==> src/logic/lsw_regs.vh <==
`ifndef LSW_REGS_VH
`define LSW_REGS_VH

// Serial word layout
`define LSW_WORD_BITS      16
`define LSW_WDOG_BIT       15
`define LSW_ADDR_MSB       14
`define LSW_ADDR_LSB       12
`define LSW_DATA_MSB       11

// Register addresses carried in the serial word
`define LSW_ADDR_CTRL      3'h0
`define LSW_ADDR_CHAN0     3'h1
`define LSW_ADDR_CHAN3     3'h4

// Control register fields
`define LSW_CTRL_ON_LSB    0
`define LSW_CTRL_DIS_LSB   4
`define LSW_CTRL_PWM_EN    8
`define LSW_CTRL_CLK_SEL   9
`define LSW_CTRL_VDD_EN    10
`define LSW_CTRL_OV_SEL    11

// Channel register fields
`define LSW_CHAN_DUTY_MSB  6
`define LSW_CHAN_DLY_LSB   7
`define LSW_CHAN_DLY_MSB   9

// Reset values and the full-duty code
`define LSW_CTRL_RST       12'h000
`define LSW_CHAN_RST       10'h000
`define LSW_DUTY_FULL      7'h7F

// Operating mode codes
`define LSW_MODE_SLEEP     2'h0
`define LSW_MODE_NORMAL    2'h1
`define LSW_MODE_FAILSAFE  2'h2
`define LSW_MODE_FAULT     2'h3

// Timing
`define LSW_CLK_PERIOD_NS  40
`define LSW_OSC_PERIOD_NS  320
`define LSW_IN0_MIN_PER_NS 160
`define LSW_IN0_MAX_PER_NS 640

// The same timing as counts of 40 ns system cycles
`define LSW_OSC_DIV        8'h08
`define LSW_IN0_MIN_CYC    8'h04
`define LSW_IN0_MAX_CYC    8'h10

`endif

==> src/logic/lsw_pwm.v <==
`timescale 1ns/10ps
`default_nettype none
`include "lsw_regs.vh"
module lsw_pwm #(
   parameter [7:0] OSC_DIV = 8'h08,
   parameter [7:0] MIN_CYC = 8'h04,
   parameter [7:0] MAX_CYC = 8'h10
) (
   input  wire        clk,
   input  wire        rst,
   input  wire        enable,
   input  wire        clk_sel,
   input  wire        in0_lvl,
   input  wire [27:0] duty_flat,
   input  wire [11:0] delay_flat,
   output reg  [3:0]  wave_q,
   output reg         clk_fail_q
);
   reg  [7:0] div_q;
   reg  [7:0] per_q;
   reg  [6:0] cnt_q;
   reg        in0_d_q;
   integer    i;
   wire       osc_tick = (div_q == OSC_DIV - 8'h01);
   wire       ext_tick = in0_lvl & ~in0_d_q;
   wire       tick     = clk_sel ? osc_tick : ext_tick;
   wire       mon_on   = enable & ~clk_sel;

   // Counter offset by delay*16, then compared with the duty code
   function pwm_bit;
      input [6:0] cnt;
      input [6:0] duty;
      input [2:0] dly;
      reg   [6:0] dcnt;
      begin
         dcnt    = cnt - {dly, 4'h0};
         pwm_bit = (duty == `LSW_DUTY_FULL) | (dcnt <= duty);
      end
   endfunction

   // Shared period counter, clock monitor and channel waveforms
   always @(posedge clk or posedge rst) begin
      if (rst) begin
         div_q      <= 8'h00;
         per_q      <= 8'h00;
         cnt_q      <= 7'h00;
         in0_d_q    <= 1'b0;
         wave_q     <= 4'h0;
         clk_fail_q <= 1'b0;
      end else begin
         in0_d_q <= in0_lvl;
         div_q   <= osc_tick ? 8'h00 : div_q + 8'h01;
         cnt_q   <= !enable ? 7'h00 : (tick ? cnt_q + 7'h01 : cnt_q);
         // Period measured in system cycles between IN0 rising edges
         if (!mon_on) begin
            per_q      <= 8'h00;
            clk_fail_q <= 1'b0;
         end else if (ext_tick) begin
            per_q      <= 8'h00;
            clk_fail_q <= (per_q < MIN_CYC - 8'h01);
         end else if (per_q >= MAX_CYC) begin
            clk_fail_q <= 1'b1;
         end else begin
            per_q <= per_q + 8'h01;
         end
         for (i = 0; i < 4; i = i + 1) begin
            wave_q[i] <= enable & pwm_bit(cnt_q, duty_flat[i*7 +: 7], delay_flat[i*3 +: 3]);
         end
      end
   end
endmodule // lsw_pwm
`default_nettype wire

==> src/logic/lsw_spi.v <==
`timescale 1ns/10ps
`default_nettype none
module lsw_spi (
   input  wire        clk,
   input  wire        rst,
   input  wire        sclk_pin,
   input  wire        cs_n_pin,
   input  wire        si_pin,
   input  wire [15:0] tx_word,
   output reg  [15:0] rx_word_q,
   output reg         rx_valid_q,
   output reg         so_q,
   output reg         so_oe_q
);
   reg        sclk_s1_q, sclk_s2_q, sclk_s3_q;
   reg        cs_s1_q, cs_s2_q, cs_s3_q;
   reg        si_s1_q, si_s2_q;
   reg [15:0] tx_q;
   reg [15:0] rx_q;
   reg [4:0]  cnt_q;
   wire       sclk_rise = sclk_s2_q & ~sclk_s3_q;
   wire       sclk_fall = ~sclk_s2_q & sclk_s3_q;
   wire       cs_fall   = ~cs_s2_q & cs_s3_q;
   wire       cs_rise   = cs_s2_q & ~cs_s3_q;

   // Pins pass two flops; edges come from the second and third stages
   always @(posedge clk or posedge rst) begin
      if (rst) begin
         sclk_s1_q  <= 1'b0;
         sclk_s2_q  <= 1'b0;
         sclk_s3_q  <= 1'b0;
         cs_s1_q    <= 1'b1;
         cs_s2_q    <= 1'b1;
         cs_s3_q    <= 1'b1;
         si_s1_q    <= 1'b0;
         si_s2_q    <= 1'b0;
         tx_q       <= 16'h0000;
         rx_q       <= 16'h0000;
         cnt_q      <= 5'h00;
         rx_word_q  <= 16'h0000;
         rx_valid_q <= 1'b0;
         so_q       <= 1'b0;
         so_oe_q    <= 1'b0;
      end else begin
         sclk_s1_q  <= sclk_pin;
         sclk_s2_q  <= sclk_s1_q;
         sclk_s3_q  <= sclk_s2_q;
         cs_s1_q    <= cs_n_pin;
         cs_s2_q    <= cs_s1_q;
         cs_s3_q    <= cs_s2_q;
         si_s1_q    <= si_pin;
         si_s2_q    <= si_s1_q;
         rx_valid_q <= 1'b0;
         if (cs_fall) begin
            tx_q    <= tx_word;
            cnt_q   <= 5'h00;
            so_oe_q <= 1'b1;
         end else if (cs_rise) begin
            so_oe_q <= 1'b0;
            so_q    <= 1'b0;
            // Only a frame of exactly sixteen bits is taken
            if (cnt_q == 5'h10) begin
               rx_word_q  <= rx_q;
               rx_valid_q <= 1'b1;
            end
         end else if (!cs_s2_q) begin
            if (sclk_rise) begin
               so_q <= tx_q[15];
               tx_q <= {tx_q[14:0], 1'b0};
            end
            if (sclk_fall) begin
               rx_q <= {rx_q[14:0], si_s2_q};
               if (cnt_q != 5'h1F) begin
                  cnt_q <= cnt_q + 5'h01;
               end
            end
         end
      end
   end
endmodule // lsw_spi
`default_nettype wire

==> src/logic/lsw_top.v <==
// How it works
// - Serial output driven only while select low
// - Output shifts on SCLK rise, host samples fall
// - Open strap: watchdog timeout makes outputs follow inputs
// - Grounded strap: only enabled supply fail does
// - Sixteen-bit words, bit fifteen first, both ways
// - Wake is reset or wake or any input
// - Fail from enabled supply fail or watchdog
// - Fault from channel flags, undervoltage, selected overvoltage
// - No wake means sleep, outputs off, config zero
// - Normal mode sets normal flag
// - Fail-safe mode: outputs follow direct inputs
// - Fault mode turns faulted outputs off
// - Output command from inputs, on bits, PWM
// - Fault-reset control from qualified input or on
// - PWM drives output only with enable and on
// - PWM clock from input zero or oscillator
// - Duty is code plus one over 128
// - Other direct inputs ignored under PWM
// - Switching delay is code times sixteen edges
// - Bad external clock flags fault, stops PWM
// - Fail-safe holds configuration at defaults, except the supply-fail enable, which is kept
// - Starts in sleep, returns when all low
// - Serial input sampled on SCLK fall
// - Select rise writes received word to register
// - Select fall loads status for sending
// - Clock and data ignored while select high
`timescale 1ns/10ps
`default_nettype none
`include "lsw_regs.vh"
module lsw_top #(
   // System cycles per oscillator tick, and the accepted external clock
   // period window in system cycles; retune them if the system clock moves
   parameter [7:0] OSC_DIV = `LSW_OSC_DIV,
   parameter [7:0] MIN_CYC = `LSW_IN0_MIN_CYC,
   parameter [7:0] MAX_CYC = `LSW_IN0_MAX_CYC
) (
   input  wire       CLK_SYS,
   input  wire       RST,
   input  wire       SCLK,
   input  wire       CS_N,
   input  wire       SI,
   output wire       SO,
   output wire       SO_OE,
   input  wire [3:0] DIRECT_IN,
   input  wire       WAKE_IN,
   input  wire       RESET_PIN_IN,
   input  wire       WATCHDOG_STRAP_INPUT,
   input  wire       WDOG_TIMEOUT,
   input  wire       VDD_FAIL,
   input  wire [3:0] OVERCURRENT_FLAGS,
   input  wire [3:0] OVERTEMP_FLAGS,
   input  wire [3:0] SHORT_CIRCUIT_FLAGS,
   input  wire       UNDERVOLTAGE_FLAG,
   input  wire       OVERVOLTAGE_FLAG,
   output reg  [3:0] HIGH_SIDE_OUTPUTS,
   output reg  [3:0] FAULT_RESET_CTRL,
   output reg        NORMAL_MODE_FLAG,
   output reg        CLOCK_FAULT_FLAG,
   output reg  [1:0] MODE
);
   // Width of the pin synchroniser bank
   localparam SYNC_W = 23;

   reg  [SYNC_W-1:0] sync1_q;
   reg  [SYNC_W-1:0] sync2_q;
   reg  [11:0]       ctrl_q;
   reg  [9:0]        chan_q [0:3];
   reg  [1:0]        mode_d;
   reg  [3:0]        hs_d;
   reg  [3:0]        frc_d;
   reg  [3:0]        norm_cmd;
   reg  [3:0]        frc_cmd;
   reg  [27:0]       duty_flat;
   reg  [11:0]       delay_flat;
   wire [15:0]       rx_word;
   wire              rx_valid;
   wire [3:0]        pwm_wave;
   wire              clk_fail;
   wire [15:0]       status_word;
   integer           i;
   integer           j;
   integer           k;

   // Synchronised copies of the asynchronous inputs; the strap reads
   // high when open, matching its pull-up
   wire [3:0] din        = sync2_q[3:0];
   wire       wake_pin   = sync2_q[4];
   wire       reset_pin  = sync2_q[5];
   wire       strap_open = sync2_q[6];
   wire       wd_timeout = sync2_q[7];
   wire       vdd_fail   = sync2_q[8];
   wire [3:0] oc_flags   = sync2_q[12:9];
   wire [3:0] ot_flags   = sync2_q[16:13];
   wire [3:0] sc_flags   = sync2_q[20:17];
   wire       uv_flag    = sync2_q[21];
   wire       ov_flag    = sync2_q[22];
   wire       direct_input_zero = din[0];

   // Control fields, decoded once here; all read as zero after sleep, and all but
   // vdd_en after fail-safe, because the store itself is cleared there
   wire [3:0] on_bits  = ctrl_q[`LSW_CTRL_ON_LSB +: 4];
   wire [3:0] dir_dis  = ctrl_q[`LSW_CTRL_DIS_LSB +: 4];
   wire       pwm_en   = ctrl_q[`LSW_CTRL_PWM_EN];
   wire       clk_sel  = ctrl_q[`LSW_CTRL_CLK_SEL];
   wire       vdd_en   = ctrl_q[`LSW_CTRL_VDD_EN];
   wire       overvoltage_fault_select = ctrl_q[`LSW_CTRL_OV_SEL];

   // Mode terms, all from synced levels so a pin that moves near a clock
   // edge cannot split the decode between two modes
   wire [3:0] chan_fault = oc_flags | ot_flags | sc_flags;
   wire       glob_fault = uv_flag | (ov_flag & overvoltage_fault_select);
   wire       wake_term  = reset_pin | wake_pin | (|din);
   wire       fail_term  = (vdd_fail & vdd_en) | (wd_timeout & strap_open);
   wire       fault_term = (|chan_fault) | glob_fault;

   // Writes land only while the mode keeps configuration; a write sent
   // in sleep or fail-safe is lost, not queued
   wire       cfg_live = (mode_d == `LSW_MODE_NORMAL) | (mode_d == `LSW_MODE_FAULT);
   wire [2:0] wr_addr  = rx_word[`LSW_ADDR_MSB:`LSW_ADDR_LSB];
   wire       pwm_run  = pwm_en & cfg_live;
   wire       pwm_live = pwm_run & ~clk_fail;

   // Two flops on every pin before use; the cost is three edges of
   // latency from a pin change to MODE and the outputs, far below
   // anything a lamp or the host can notice
   always @(posedge CLK_SYS or posedge RST) begin
      if (RST) begin
         sync1_q <= {SYNC_W{1'b0}};
         sync2_q <= {SYNC_W{1'b0}};
      end else begin
         sync1_q <= {OVERVOLTAGE_FLAG, UNDERVOLTAGE_FLAG, SHORT_CIRCUIT_FLAGS,
                     OVERTEMP_FLAGS, OVERCURRENT_FLAGS, VDD_FAIL, WDOG_TIMEOUT,
                     WATCHDOG_STRAP_INPUT, RESET_PIN_IN, WAKE_IN, DIRECT_IN};
         sync2_q <= sync1_q;
      end
   end

   // Mode decode, first match wins: sleep, then fault, then fail-safe,
   // so a fault during fail-safe still switches faulted channels off
   always @* begin
      if (!wake_term) begin
         mode_d = `LSW_MODE_SLEEP;
      end else if (fault_term) begin
         mode_d = `LSW_MODE_FAULT;
      end else if (fail_term) begin
         mode_d = `LSW_MODE_FAILSAFE;
      end else begin
         mode_d = `LSW_MODE_NORMAL;
      end
   end

   // Configuration store; sleep wipes it all, fail-safe all but the
   // supply-fail enable, which must survive or fail-safe would
   // release itself the moment it was entered
   always @(posedge CLK_SYS or posedge RST) begin
      if (RST) begin
         ctrl_q <= `LSW_CTRL_RST;
         for (i = 0; i < 4; i = i + 1) begin
            chan_q[i] <= `LSW_CHAN_RST;
         end
      end else if (mode_d == `LSW_MODE_SLEEP) begin
         ctrl_q <= `LSW_CTRL_RST;
         for (i = 0; i < 4; i = i + 1) begin
            chan_q[i] <= `LSW_CHAN_RST;
         end
      end else if (mode_d == `LSW_MODE_FAILSAFE) begin
         ctrl_q <= `LSW_CTRL_RST | (ctrl_q & (12'h001 << `LSW_CTRL_VDD_EN));
         for (i = 0; i < 4; i = i + 1) begin
            chan_q[i] <= `LSW_CHAN_RST;
         end
      end else if (rx_valid) begin
         if (wr_addr == `LSW_ADDR_CTRL) begin
            ctrl_q <= rx_word[`LSW_DATA_MSB:0];
         end
         for (i = 0; i < 4; i = i + 1) begin
            if (wr_addr == `LSW_ADDR_CHAN0 + i[2:0]) begin
               chan_q[i] <= rx_word[`LSW_CHAN_DLY_MSB:0];
            end
         end
      end
   end

   // Flatten channel settings for the PWM core; each process keeps its
   // own loop index so no combinational block wakes on another's index
   always @* begin
      duty_flat  = 28'h000_0000;
      delay_flat = 12'h000;
      for (j = 0; j < 4; j = j + 1) begin
         duty_flat[j*7 +: 7]  = chan_q[j][`LSW_CHAN_DUTY_MSB:0];
         delay_flat[j*3 +: 3] = chan_q[j][`LSW_CHAN_DLY_MSB:`LSW_CHAN_DLY_LSB];
      end
   end

   // Per-channel command and fault-reset control. A failed external
   // clock falls back to the on bits alone rather than to the direct
   // inputs, since the clock pin itself is then untrustworthy; the
   // fault-reset term keeps the qualified input out while PWM is on
   always @* begin
      norm_cmd = 4'h0;
      frc_cmd  = 4'h0;
      for (k = 0; k < 4; k = k + 1) begin
         if (pwm_live) begin
            norm_cmd[k] = on_bits[k] & pwm_wave[k];
         end else if (pwm_en) begin
            norm_cmd[k] = on_bits[k];
         end else begin
            norm_cmd[k] = (din[k] & ~dir_dis[k]) | on_bits[k];
         end
         frc_cmd[k] = (din[k] & ~dir_dis[k] & ~pwm_en) | on_bits[k];
      end
   end

   // Outputs by mode
   always @* begin
      case (mode_d)
         `LSW_MODE_SLEEP: begin
            hs_d  = 4'h0;
            frc_d = 4'h0;
         end
         `LSW_MODE_NORMAL: begin
            hs_d  = norm_cmd;
            frc_d = frc_cmd;
         end
         `LSW_MODE_FAILSAFE: begin
            hs_d  = din;
            frc_d = frc_cmd;
         end
         `LSW_MODE_FAULT: begin
            // Faulted channels off; autoretry outside re-arms them
            hs_d  = norm_cmd & ~chan_fault & {4{~glob_fault}};
            frc_d = frc_cmd;
         end
         default: begin
            hs_d  = 4'h0;
            frc_d = 4'h0;
         end
      endcase
   end

   // Registered outputs; every top-level pin leaves a flop, so nothing
   // downstream sees the combinational decode settle
   always @(posedge CLK_SYS or posedge RST) begin
      if (RST) begin
         HIGH_SIDE_OUTPUTS <= 4'h0;
         FAULT_RESET_CTRL  <= 4'h0;
         NORMAL_MODE_FLAG  <= 1'b0;
         CLOCK_FAULT_FLAG  <= 1'b0;
         MODE              <= `LSW_MODE_SLEEP;
      end else begin
         HIGH_SIDE_OUTPUTS <= hs_d;
         FAULT_RESET_CTRL  <= frc_d;
         NORMAL_MODE_FLAG  <= (mode_d == `LSW_MODE_NORMAL);
         CLOCK_FAULT_FLAG  <= clk_fail;
         MODE              <= mode_d;
      end
   end

   // Status word sent on each frame, most significant first. Its upper byte
   // is taken from registered outputs, so the host sees what the pins already
   // show, one edge behind the decode; the lower byte is the synced input flags
   assign status_word = {NORMAL_MODE_FLAG, CLOCK_FAULT_FLAG, MODE, HIGH_SIDE_OUTPUTS,
                         chan_fault, uv_flag, ov_flag, strap_open, wd_timeout};

   // Serial port; its pins are synced inside, so each clock phase of a
   // frame must last at least three system cycles
   lsw_spi u_spi (
      .clk        (CLK_SYS),
      .rst        (RST),
      .sclk_pin   (SCLK),
      .cs_n_pin   (CS_N),
      .si_pin     (SI),
      .tx_word    (status_word),
      .rx_word_q  (rx_word),
      .rx_valid_q (rx_valid),
      .so_q       (SO),
      .so_oe_q    (SO_OE)
   );

   // PWM core; runs only with PWM enabled and configuration live.
   // Dropping the enable zeroes its counter, so every re-entry starts
   // all channels from the same phase
   lsw_pwm #(
      .OSC_DIV (OSC_DIV),
      .MIN_CYC (MIN_CYC),
      .MAX_CYC (MAX_CYC)
   ) u_pwm (
      .clk        (CLK_SYS),
      .rst        (RST),
      .enable     (pwm_run),
      .clk_sel    (clk_sel),
      .in0_lvl    (direct_input_zero),
      .duty_flat  (duty_flat),
      .delay_flat (delay_flat),
      .wave_q     (pwm_wave),
      .clk_fail_q (clk_fail)
   );
endmodule // lsw_top
`default_nettype wire

==> config.mk <==
export PLATFORM = sky130hd
export DESIGN_NAME = lsw_top
export DESIGN_NICKNAME = d
export VERILOG_FILES = /design/src/logic/lsw_pwm.v /design/src/logic/lsw_spi.v /design/src/logic/lsw_top.v
export VERILOG_INCLUDE_DIRS = /design/src /design/src/logic
export SDC_FILE = /design/constraint.sdc
export NUM_CORES = 1
export LEC_CHECK = 0
export ABC_AREA = 1
export BUFFER_PORTS_ARGS = -buffer_cell sky130_fd_sc_hd__buf_2
export CAP_MARGIN = 10
export CORE_ASPECT_RATIO = 1.2
export CORE_UTILIZATION = 50
export DETAILED_ROUTE_END_ITERATION = 16
export GPL_TIMING_DRIVEN = 0
export PLACE_DENSITY = 0.72
export SLEW_MARGIN = 40
export SYNTH_ARGS = -nofsm -noshare
export SYNTH_HDL_FRONTEND = slang
export SYNTH_SLANG_ARGS = --single-unit
==> constraint.sdc <==
create_clock -name CLK_SYS -period 6.1 [get_ports CLK_SYS]
set_clock_uncertainty 0.05 [all_clocks]
set_input_delay 0.305 -clock CLK_SYS [delete_from_list [all_inputs] [get_ports CLK_SYS]]
set_output_delay 0.305 -clock CLK_SYS [all_outputs]
set_load 0.02 [all_outputs]
Word-level counts from Yosys, hierarchy flattened
Index checks and enable logic that the tools add are counted.
{"block": "totals", "word_cells": 214, "regBits": 201}
{"block": "classes", "mux": 51, "n_lt_le_gt_ge": 6, "eq_ne": 21, "addsub": 8, "bitwise_logic": 65, "reduce_logical": 29}
{"operator": "$mux 40", "n": 3}
{"operator": "$mux 16", "n": 4}
{"operator": "$mux 12", "n": 4}
{"operator": "$mux 10", "n": 4}
{"operator": "$mux 8", "n": 4}
{"operator": "$eq 7x7->1 const B", "n": 4}
{"operator": "$le 7x7->1", "n": 4}
{"operator": "$sub 7x7->7", "n": 4}
{"operator": "$and 1x1->1", "n": 27}
{"operator": "$mux 5", "n": 5}
{"operator": "$mux 1", "n": 20}
{"operator": "$or 1x1->1", "n": 18}
{"operator": "$reduce_bool 3->1", "n": 6}
{"operator": "$add 8x1->8 const B", "n": 2}
{"operator": "$pmux 4 s4", "n": 1}
{"operator": "$not 1->1", "n": 15}
{"operator": "$mux 7", "n": 2}
{"operator": "$reduce_bool 2->1", "n": 7}
{"operator": "$reduce_and 3->1", "n": 4}
{"operator": "$reduce_and 2->1", "n": 5}
{"operator": "$and 4x4->4", "n": 2}
{"operator": "$eq 8x3->1 const B", "n": 1}
{"operator": "$ge 8x5->1 const B", "n": 1}
{"operator": "$lt 8x2->1 const B", "n": 1}
{"operator": "21 further kinds", "n": 32}

Logic depth before layout (Yosys ltp)
Gate-level depths: netlist of run 1.
{"block": "depth", "ltp_word": 14, "depth_mapped": 12, "ltp_nobuf": 12}

Cells and area by module
From an unflattened synthesis of run 1, not the netlist that was laid out.
{"block": "unflattened", "hier_cells": 1029, "hier_area_um2": 9342.7}
{"module": "lsw_top", "n_inst": 1, "seq_area_each_um2": 2752.6, "area_each_um2": 4107.7, "cells_each": 383}
{"module": "lsw_spi", "n_inst": 1, "seq_area_each_um2": 1605.3, "area_each_um2": 2765.2, "cells_each": 312}
{"module": "lsw_pwm", "n_inst": 1, "seq_area_each_um2": 725.7, "area_each_um2": 2469.9, "cells_each": 334}

Worst setup path after synthesis of run 1
No wires, ideal clock.
{"block": "synth_path", "kind": "flip-flop to flip-flop", "from": "register u_pwm.cnt_q[4]", "to": "register u_pwm.wave_q[3]", "stages_incl_launch_ff": 13, "n_path_buf": 0, "arrival_time_ps": 2032, "setup_slack_ps": 3889, "path_cell_list": "dfrtp_1 -> inv_1 -> ha_1 -> inv_1 -> fa_1 -> xnor2_1 -> xor2_1 -> ha_1 -> nand2_1 -> nor2_1 -> nand2_1 -> o211ai_1 -> a31oi_1"}
{"block": "synth_between", "elab_chain_cells": 4}
{"element": "start: declaration", "line": "lsw_pwm.v:21", "rtl": "reg [6:0] cnt_q;"}
{"element": "start signal: assignment", "line": "lsw_pwm.v:53", "rtl": "cnt_q <= !enable ? 7'h00 : (tick ? cnt_q + 7'h01 : cnt_q);"}
{"element": "$sub 7x7->7", "line": "lsw_pwm.v:36", "rtl": "dcnt = cnt - {dly, 4'h0};"}
{"element": "$le 7x7->1", "line": "lsw_pwm.v:37", "rtl": "pwm_bit = (duty == `LSW_DUTY_FULL) | (dcnt <= duty);"}
{"element": "$or 1x1->1", "line": "lsw_pwm.v:37"}
{"element": "$and 1x1->1", "line": "lsw_pwm.v:67", "rtl": "wave_q[i] <= enable & pwm_bit(cnt_q, duty_flat[i*7 +: 7], delay_flat[i*3 +: 3]);"}
{"element": "end signal: indexed assignment", "line": "lsw_pwm.v:67"}
{"element": "end: declaration", "line": "lsw_pwm.v:16", "rtl": "output reg [3:0] wave_q,"}
No other way between the ends.
A chain may end at the register's enable or synchronous reset.

Worst setup path after layout of run 1
{"block": "layout_path", "from": "register u_pwm.cnt_q[4]", "to": "register u_pwm.wave_q[1]"}
The elaborated chain is that of the path after synthesis.

==> flow_summary.toml, run 1 <==
[die]
core_area_um2 = 17000
die_h_um = 147
die-area_um2 = 18000
top_level_ports = 42
rows = 52
die_w_um = 123
initial_core_util = 0.513

[synth]
yosys_warnings = 0
synthesis.area_um2 = 8710
synthTopCellsByArea = "dfrtp_1, nand2_1, ha_1, inv_1, o21ai_1"
yosys.cell_count.top_type = "dfrtp_1"
synth_enable_flop_cells = 0
ys_types = 39
synth_common_cells = "dfrtp_1, nand2_1, inv_1"
synth_nets = 974
syn_area_per_cell_um2 = 9.68
synth_ff_type = "dfrtp_1"
async_reset_ff_frac = 1.00
synth_top_area_share = 0.569
yosysSeqAreaShare = 0.578
synth_largest_area_cell = "dfrtp_1"
ys_ff_latch = 201
synthCells = 900

[global_routing]
grt_pass1_vias = 6410
overflow = 0
grt-busiest-layer = "met2"
use_met3 = 0.0352
met2_usage = 0.366
antenna_found_initial = 0
grt_usage = 0.223
grt_pass1_wl_mm = 31.4
met1_usage = 0.288
grt_max_degree = 86

[pwr]
p_per_area_nw_per_um2 = 292
switching_share = 0.224
p_seq_frac = 0.488
ir_drop_mv = 0.180
comb_power_share = 0.068
p_clk_frac = 0.444
p_sw_mw = 0.671
leakage_nw = 4.99
internal_power_mw = 2.32
power_mw = 2.99

[route]
via_per_inst = 5.12
dr.pass1.iters = 5
drc = 0
wire_per_inst_um = 15.2
vias = 6248
ant_nets = 0
drt_wl_total_mm = 18.6
drtIter0Drc = 469

[layout]
fin_nets = 1067
drive_above_1_share = 0.136
fin_util = 0.602
stdcell_area_um2 = 10200
finalNonFillerCells = 1221
diodes = 0
fillCellCount = 1367
syn_to_final_growth_pct = 17.4

[job]
maxCapViolCount = 0

[place]
dp_hpwl_mm = 12.5
placed_cell_area_um2 = 9250
place_congestion = 0.845
place_inst = 1159
port_buffers = 41

[clock_tree]
clock-root-buffer = "clkbuf_16"
clk_pin_slew_ns = 0.06
cts-buffers-inserted = 21
cts.repair_timing.setup_buffer_count = 0
clock-sinks = 201
cts.htree.levels = 1
cts_tree = "built"
clk_latency_ns = 0.50
clockBufferDepth = 3

[setup_path]
slowest_delay_ns = 0.40
worstPathMaxFanout = 6
worstSetupPathType = "flop to flop"
path_cells = "inv_1 -> ha_1 -> inv_1 -> fa_1 -> xnor2_1 -> xor2_1 -> ha_1 -> nand2_1 -> nor2_1 -> nand4_1 -> a31oi_1"
required_ns = 6.44
critPathLaunchType = "flop"
end_kind = "flop"
cpMaxStageDelayCell = "dfrtp_1"
worstPathArrival_ns = 2.98

[sta]
post-route-period-util = 0.433
fin_tns_setup_ns = 0
layout_min_cycle_time_ns = 2.64
worstMarginPinSlew_ns = 0.702
maxSlewViolCount = 0
finalHoldViolations = 0
slew_headroom = 0.530
setup_viol = 0
fmax_ghz = 0.378
rsz0062_at_grt = "no"

[status]
run_status = "finished, final reports clean"

[min_path]
hold_path.class = "flop to flop"
[cell families (layout without fill, tap and decap cells)]
logic type / count (synthesis) / after routing / synth area share
adder cells (fa/ha/maj): 46 / 46 / 0.0695
AO/OA/AOI/OAI: 158 / 158 / 0.102
XOR/XNOR: 18 / 18 / 0.0181
flip-flops: 201 / 201 / 0.578
AND/OR/NAND/NOR: 312 / 312 / 0.157
buffers and inverters: 165 / 270 / 0.0762
[final cells by class]
type	instances	area, um^2	area share
repair buffers	70	523	0.0511
well taps	216	270	0.0264
inverters	143	544	0.0532
clock inverters	9	149	0.0146
flip-flops and latches	201	5030	0.492
plain buffers	22	128	0.0125
multi-input cells	534	3020	0.295
clock buffers	26	564	0.0552
[registers in the layout, summed over array words and instances (netlist names), 2 cells and up]
| register | flops |
|---|---|
| HIGH_SIDE_OUTPUTS | 4 |
| u_spi.tx_q | 16 |
| u_pwm.cnt_q | 7 |
| u_spi.rx_word_q | 15 |
| FAULT_RESET_CTRL | 4 |
| sync2_q | 23 |
| ctrl_q | 12 |
| MODE | 2 |
| u_pwm.wave_q | 4 |
| u_pwm.div_q | 8 |
| chan_q | 40 |
| u_spi.rx_q | 15 |
| sync1_q | 23 |
| u_spi.cnt_q | 5 |
| u_pwm.per_q | 8 |
[through the flow]
stage,hold WS (ns),setup slack [ns]
6_report,0.298,3.46
3_5_place_dp,0.285,3.52
4_1_cts,0.298,3.48
3_3_place_gp,0.283,-1.79
5_1_grt,0.302,3.28
2_1_floorplan,0.259,0.268
[final timing paths]
path	endpoint	slack, ns	cells past startpoint	startpoint
worst max register to register	u_pwm.wave_q[1]	3.46	11	u_pwm.cnt_q[4]
worst min-delay path	sync2_q[4]	0.30	0	sync1_q[4]
worst max-delay path	u_pwm.wave_q[1]	3.46	11	u_pwm.cnt_q[4]
worst min register to register	sync2_q[4]	0.30	0	sync1_q[4]
max in group asynchronous	u_spi.cs_s1_q	4.85	4	RST
min in group asynchronous	u_spi.rx_q[10]	0.37	3	RST
[per-layer routing]
layer | wire (um) | part of all wire
met5 | 0 | 0
met4 | 739 | 0.040
met3 | 862 | 0.046
met2 | 9170 | 0.49
met1 | 7830 | 0.42
[placed cells by master, fill, tap and decap left out, types with 2 or more instances in the layout]
master / Yosys / routed
dfrtp_1: 198 / 198
clkinv_2: 0 / 4
buf_4: 2 / 2
a31oi_1: 5 / 5
nand3b_1: 2 / 2
dlygate4sd3_1: 0 / 27
a21oi_1: 34 / 34
inv_1: 121 / 120
xor2_1: 12 / 12
nor2_4: 2 / 2
clkbuf_16: 0 / 21
clkbuf_8: 0 / 2
o21ai_2: 11 / 11
nand4_1: 12 / 12
ha_1: 42 / 42
o211ai_1: 16 / 16
inv_2: 22 / 22
o31ai_1: 2 / 2
clkbuf_1: 10 / 13
o21ai_0: 34 / 34
bufinv_16: 0 / 4
dfstp_2: 3 / 3
nor2_2: 3 / 3
nor3_1: 3 / 3
nand3_1: 36 / 36
nor4_1: 3 / 3
nor2_1: 69 / 69
buf_2: 6 / 47
xnor2_1: 6 / 6
nand2_1: 173 / 173
fa_1: 4 / 4
o21ai_1: 54 / 54
buf_6: 4 / 4
[critical path: cells and delay by family (launching register included)]
| kind | cells | cell delay (ns) |
|---|---|---|
| DFF | 1 | 0.40 |
| AOI/OAI and AO/OA | 1 | 0.26 |
| buffers and inverters | 2 | 0.31 |
| and+or+nand+nor | 3 | 0.31 |
| adders and majority gates | 3 | 0.91 |
| xor gates and xnor gates | 2 | 0.30 |
[power groups by stage]
stage	Combinational (mW)	Clock, mW	Sequential, mW
2_1_floorplan	0.134	0	1.48
3_3_place_gp	0.181	0	1.48
3_5_place_dp	0.191	0	1.48
4_1_cts	0.208	1.36	1.46
5_1_grt	0.238	1.42	1.47
6_report	0.205	1.33	1.46
[timing repair]
action	4_1_cts	5_1_grt
setup endpoints to repair	0	0
hold endpoints to repair	98	0
resized for setup	0	0
hold buffers	27	0
No activity file was read; power rests on OpenSTA's default activity.
==> run 2: changes to the inputs <==
Settings changed: PLACE_DENSITY 0.72 to 0.69.
Clock period 6.1 ns to 2.7 ns, I/O delays scaled along.
==> run 2 against run 1 <==
  * Via count shrank 1.1%
  * Critical endpoint is now u_pwm.wave_q[3]
  * Global-route usage shrank 0.48 points
  * Core utilization grew 0.42 points
  * Setup slack lost 3.2 ns
  * Critical path type unchanged
==> flow_summary.toml, run 2 (synthesis gave the netlist of run 1 again) <==
[pwr]
leakage_nw = 5.01
ir_drop_mv = 0.383
power_mw = 6.39
p_per_area_nw_per_um2 = 620

[sta]
layout_min_cycle_time_ns = 2.49
slew_headroom = 0.523
fmax_ghz = 0.401
post-route-period-util = 0.923
setup_viol = 0
fin_tns_setup_ns = 0
rsz0062_at_grt = "no"
maxSlewViolCount = 0
worstMarginPinSlew_ns = 0.712
hold_ws_ns = 0.156
finalHoldViolations = 0

[global_routing]
grt_pass1_wl_mm = 30.6
grt_max_degree = 27
grt_pass1_vias = 6306
grt_usage = 0.218
antenna_found_initial = 1
overflow = 0

[clock_tree]
clock-sinks = 201
clockBufferDepth = 3
cts.htree.levels = 1
clk_latency_ns = 0.50
cts_tree = "built"
cts-buffers-inserted = 20
clk_pin_slew_ns = 0.06
clock-root-buffer = "clkbuf_16"

[route]
drt_wl_total_mm = 18.1
highest_layer = "met4"
met1_length_mm = 7.84
via_per_inst = 5.04
wire_per_inst_um = 14.8
drc = 0
wl_met3_um = 566
ant_nets = 0
dr.pass1.iters = 4
vias = 6180
wl_met2_mm = 9.20
drtIter0Drc = 324

[setup_path]
timing.rr.start = "u_pwm.cnt_q[4]"
critPathLaunchType = "flop"
required_ns = 3.03
end_kind = "flop"
cp-startpoint = "u_pwm.cnt_q[4]"
worstSetupPathType = "flop to flop"
worstPathMaxFanout = 6
worstPathArrival_ns = 2.82

[layout]
final_common_cell = "dfrtp_1"
top_register = "chan_q"
fin_util = 0.607
syn_to_final_growth_pct = 18.2
largest_registers = "chan_q x40, sync1_q x23, sync2_q x23"
largest_register_ffs = 40
final_cell_mix = "dfrtp_1, nand2_1, inv_1"
finalNonFillerCells = 1227
drive_above_1_share = 0.138
fin_nets = 1073

[die]
die_w_um = 123
die-area_um2 = 18000
initial_core_util = 0.513
top_level_ports = 42
rows = 52
core_area_um2 = 17000
die_h_um = 147

[job]
maxCapViolCount = 0

[min_path]
hold_path.class = "input pin to async pin"

[place]
place_inst = 1166
port_buffers = 41
place_congestion = 0.821
dp_hpwl_mm = 12.9

[status]
run_status = "finished, final reports clean"
run 2: worst max-delay path: stages (launching register included):
cell and delay, ns:
dfrtp_1 0.41, inv_2 0.15, ha_1 0.16, inv_1 0.05, fa_1 0.37, xnor2_1 0.15
xor2_1 0.15, ha_1 0.32, nand2_1 0.07, nor2_1 0.14, nand4_1 0.10, a31oi_1 0.27
run 2: worst paths after layout:
path	endpoint	slack, ns	cells past startpoint
worst max-delay path	u_pwm.wave_q[3]	0.21	11
worst min-delay path	u_spi.si_s2_q	0.16	3
worst max register to register	u_pwm.wave_q[3]	0.21	11
worst min register to register	sync2_q[9]	0.30	0
max in group asynchronous	u_pwm.div_q[0]	1.42	7
min in group CLK_SYS	sync1_q[13]	0.22	2
run 2: area by class of cell:
cell class | count | area (um^2)
fillers | 1405 | 6680
clock inverters | 4 | 58.8
repair buffers | 77 | 696
inverters | 143 | 541
multi-input cells | 534 | 3020
plain buffers | 22 | 128
diodes | 1 | 2.50
clock buffers | 29 | 554
well taps | 216 | 270
flip-flops and latches | 201 | 5030
run 2: stage by stage:
| step | cell area [um^2] | worst slack (ns) |
|---|---|---|
| floorplan | 8720 | -0.0849 |
| global placement | 9190 | -1.26 |
| detailed placement | 9410 | 0.114 |
| CTS | 10300 | 0.115 |
| global route | 10300 | 0.0459 |
| finish | 10300 | 0.209 |
run 2: routing by layer:
| metal | up-vias | GRT usage |
|---|---|---|
| li1 | 3087 | - |
| met1 | 2980 | 0.275 |
| met2 | 82 | 0.380 |
| met3 | 31 | 0.0285 |
| met4 | 0 | 0.0762 |
| met5 | - | 0 |
run 2: timing repair:
item,4_1_cts,5_1_grt
hold buffers,27,0
setup buffers,0,0
endpoints found under the hold margin,68,0
setup endpoints to repair,0,1
resized for setup,0,1
run 2: where the power goes:
| group | total (mW) | internal, mW | switching, mW |
|---|---|---|---|
| Clock | 2.61 | 1.52 | 1.09 |
| Combinational | 0.490 | 0.203 | 0.287 |
| Sequential | 3.29 | 3.20 | 0.0912 |
| Total | 6.39 | 4.92 | 1.47 |
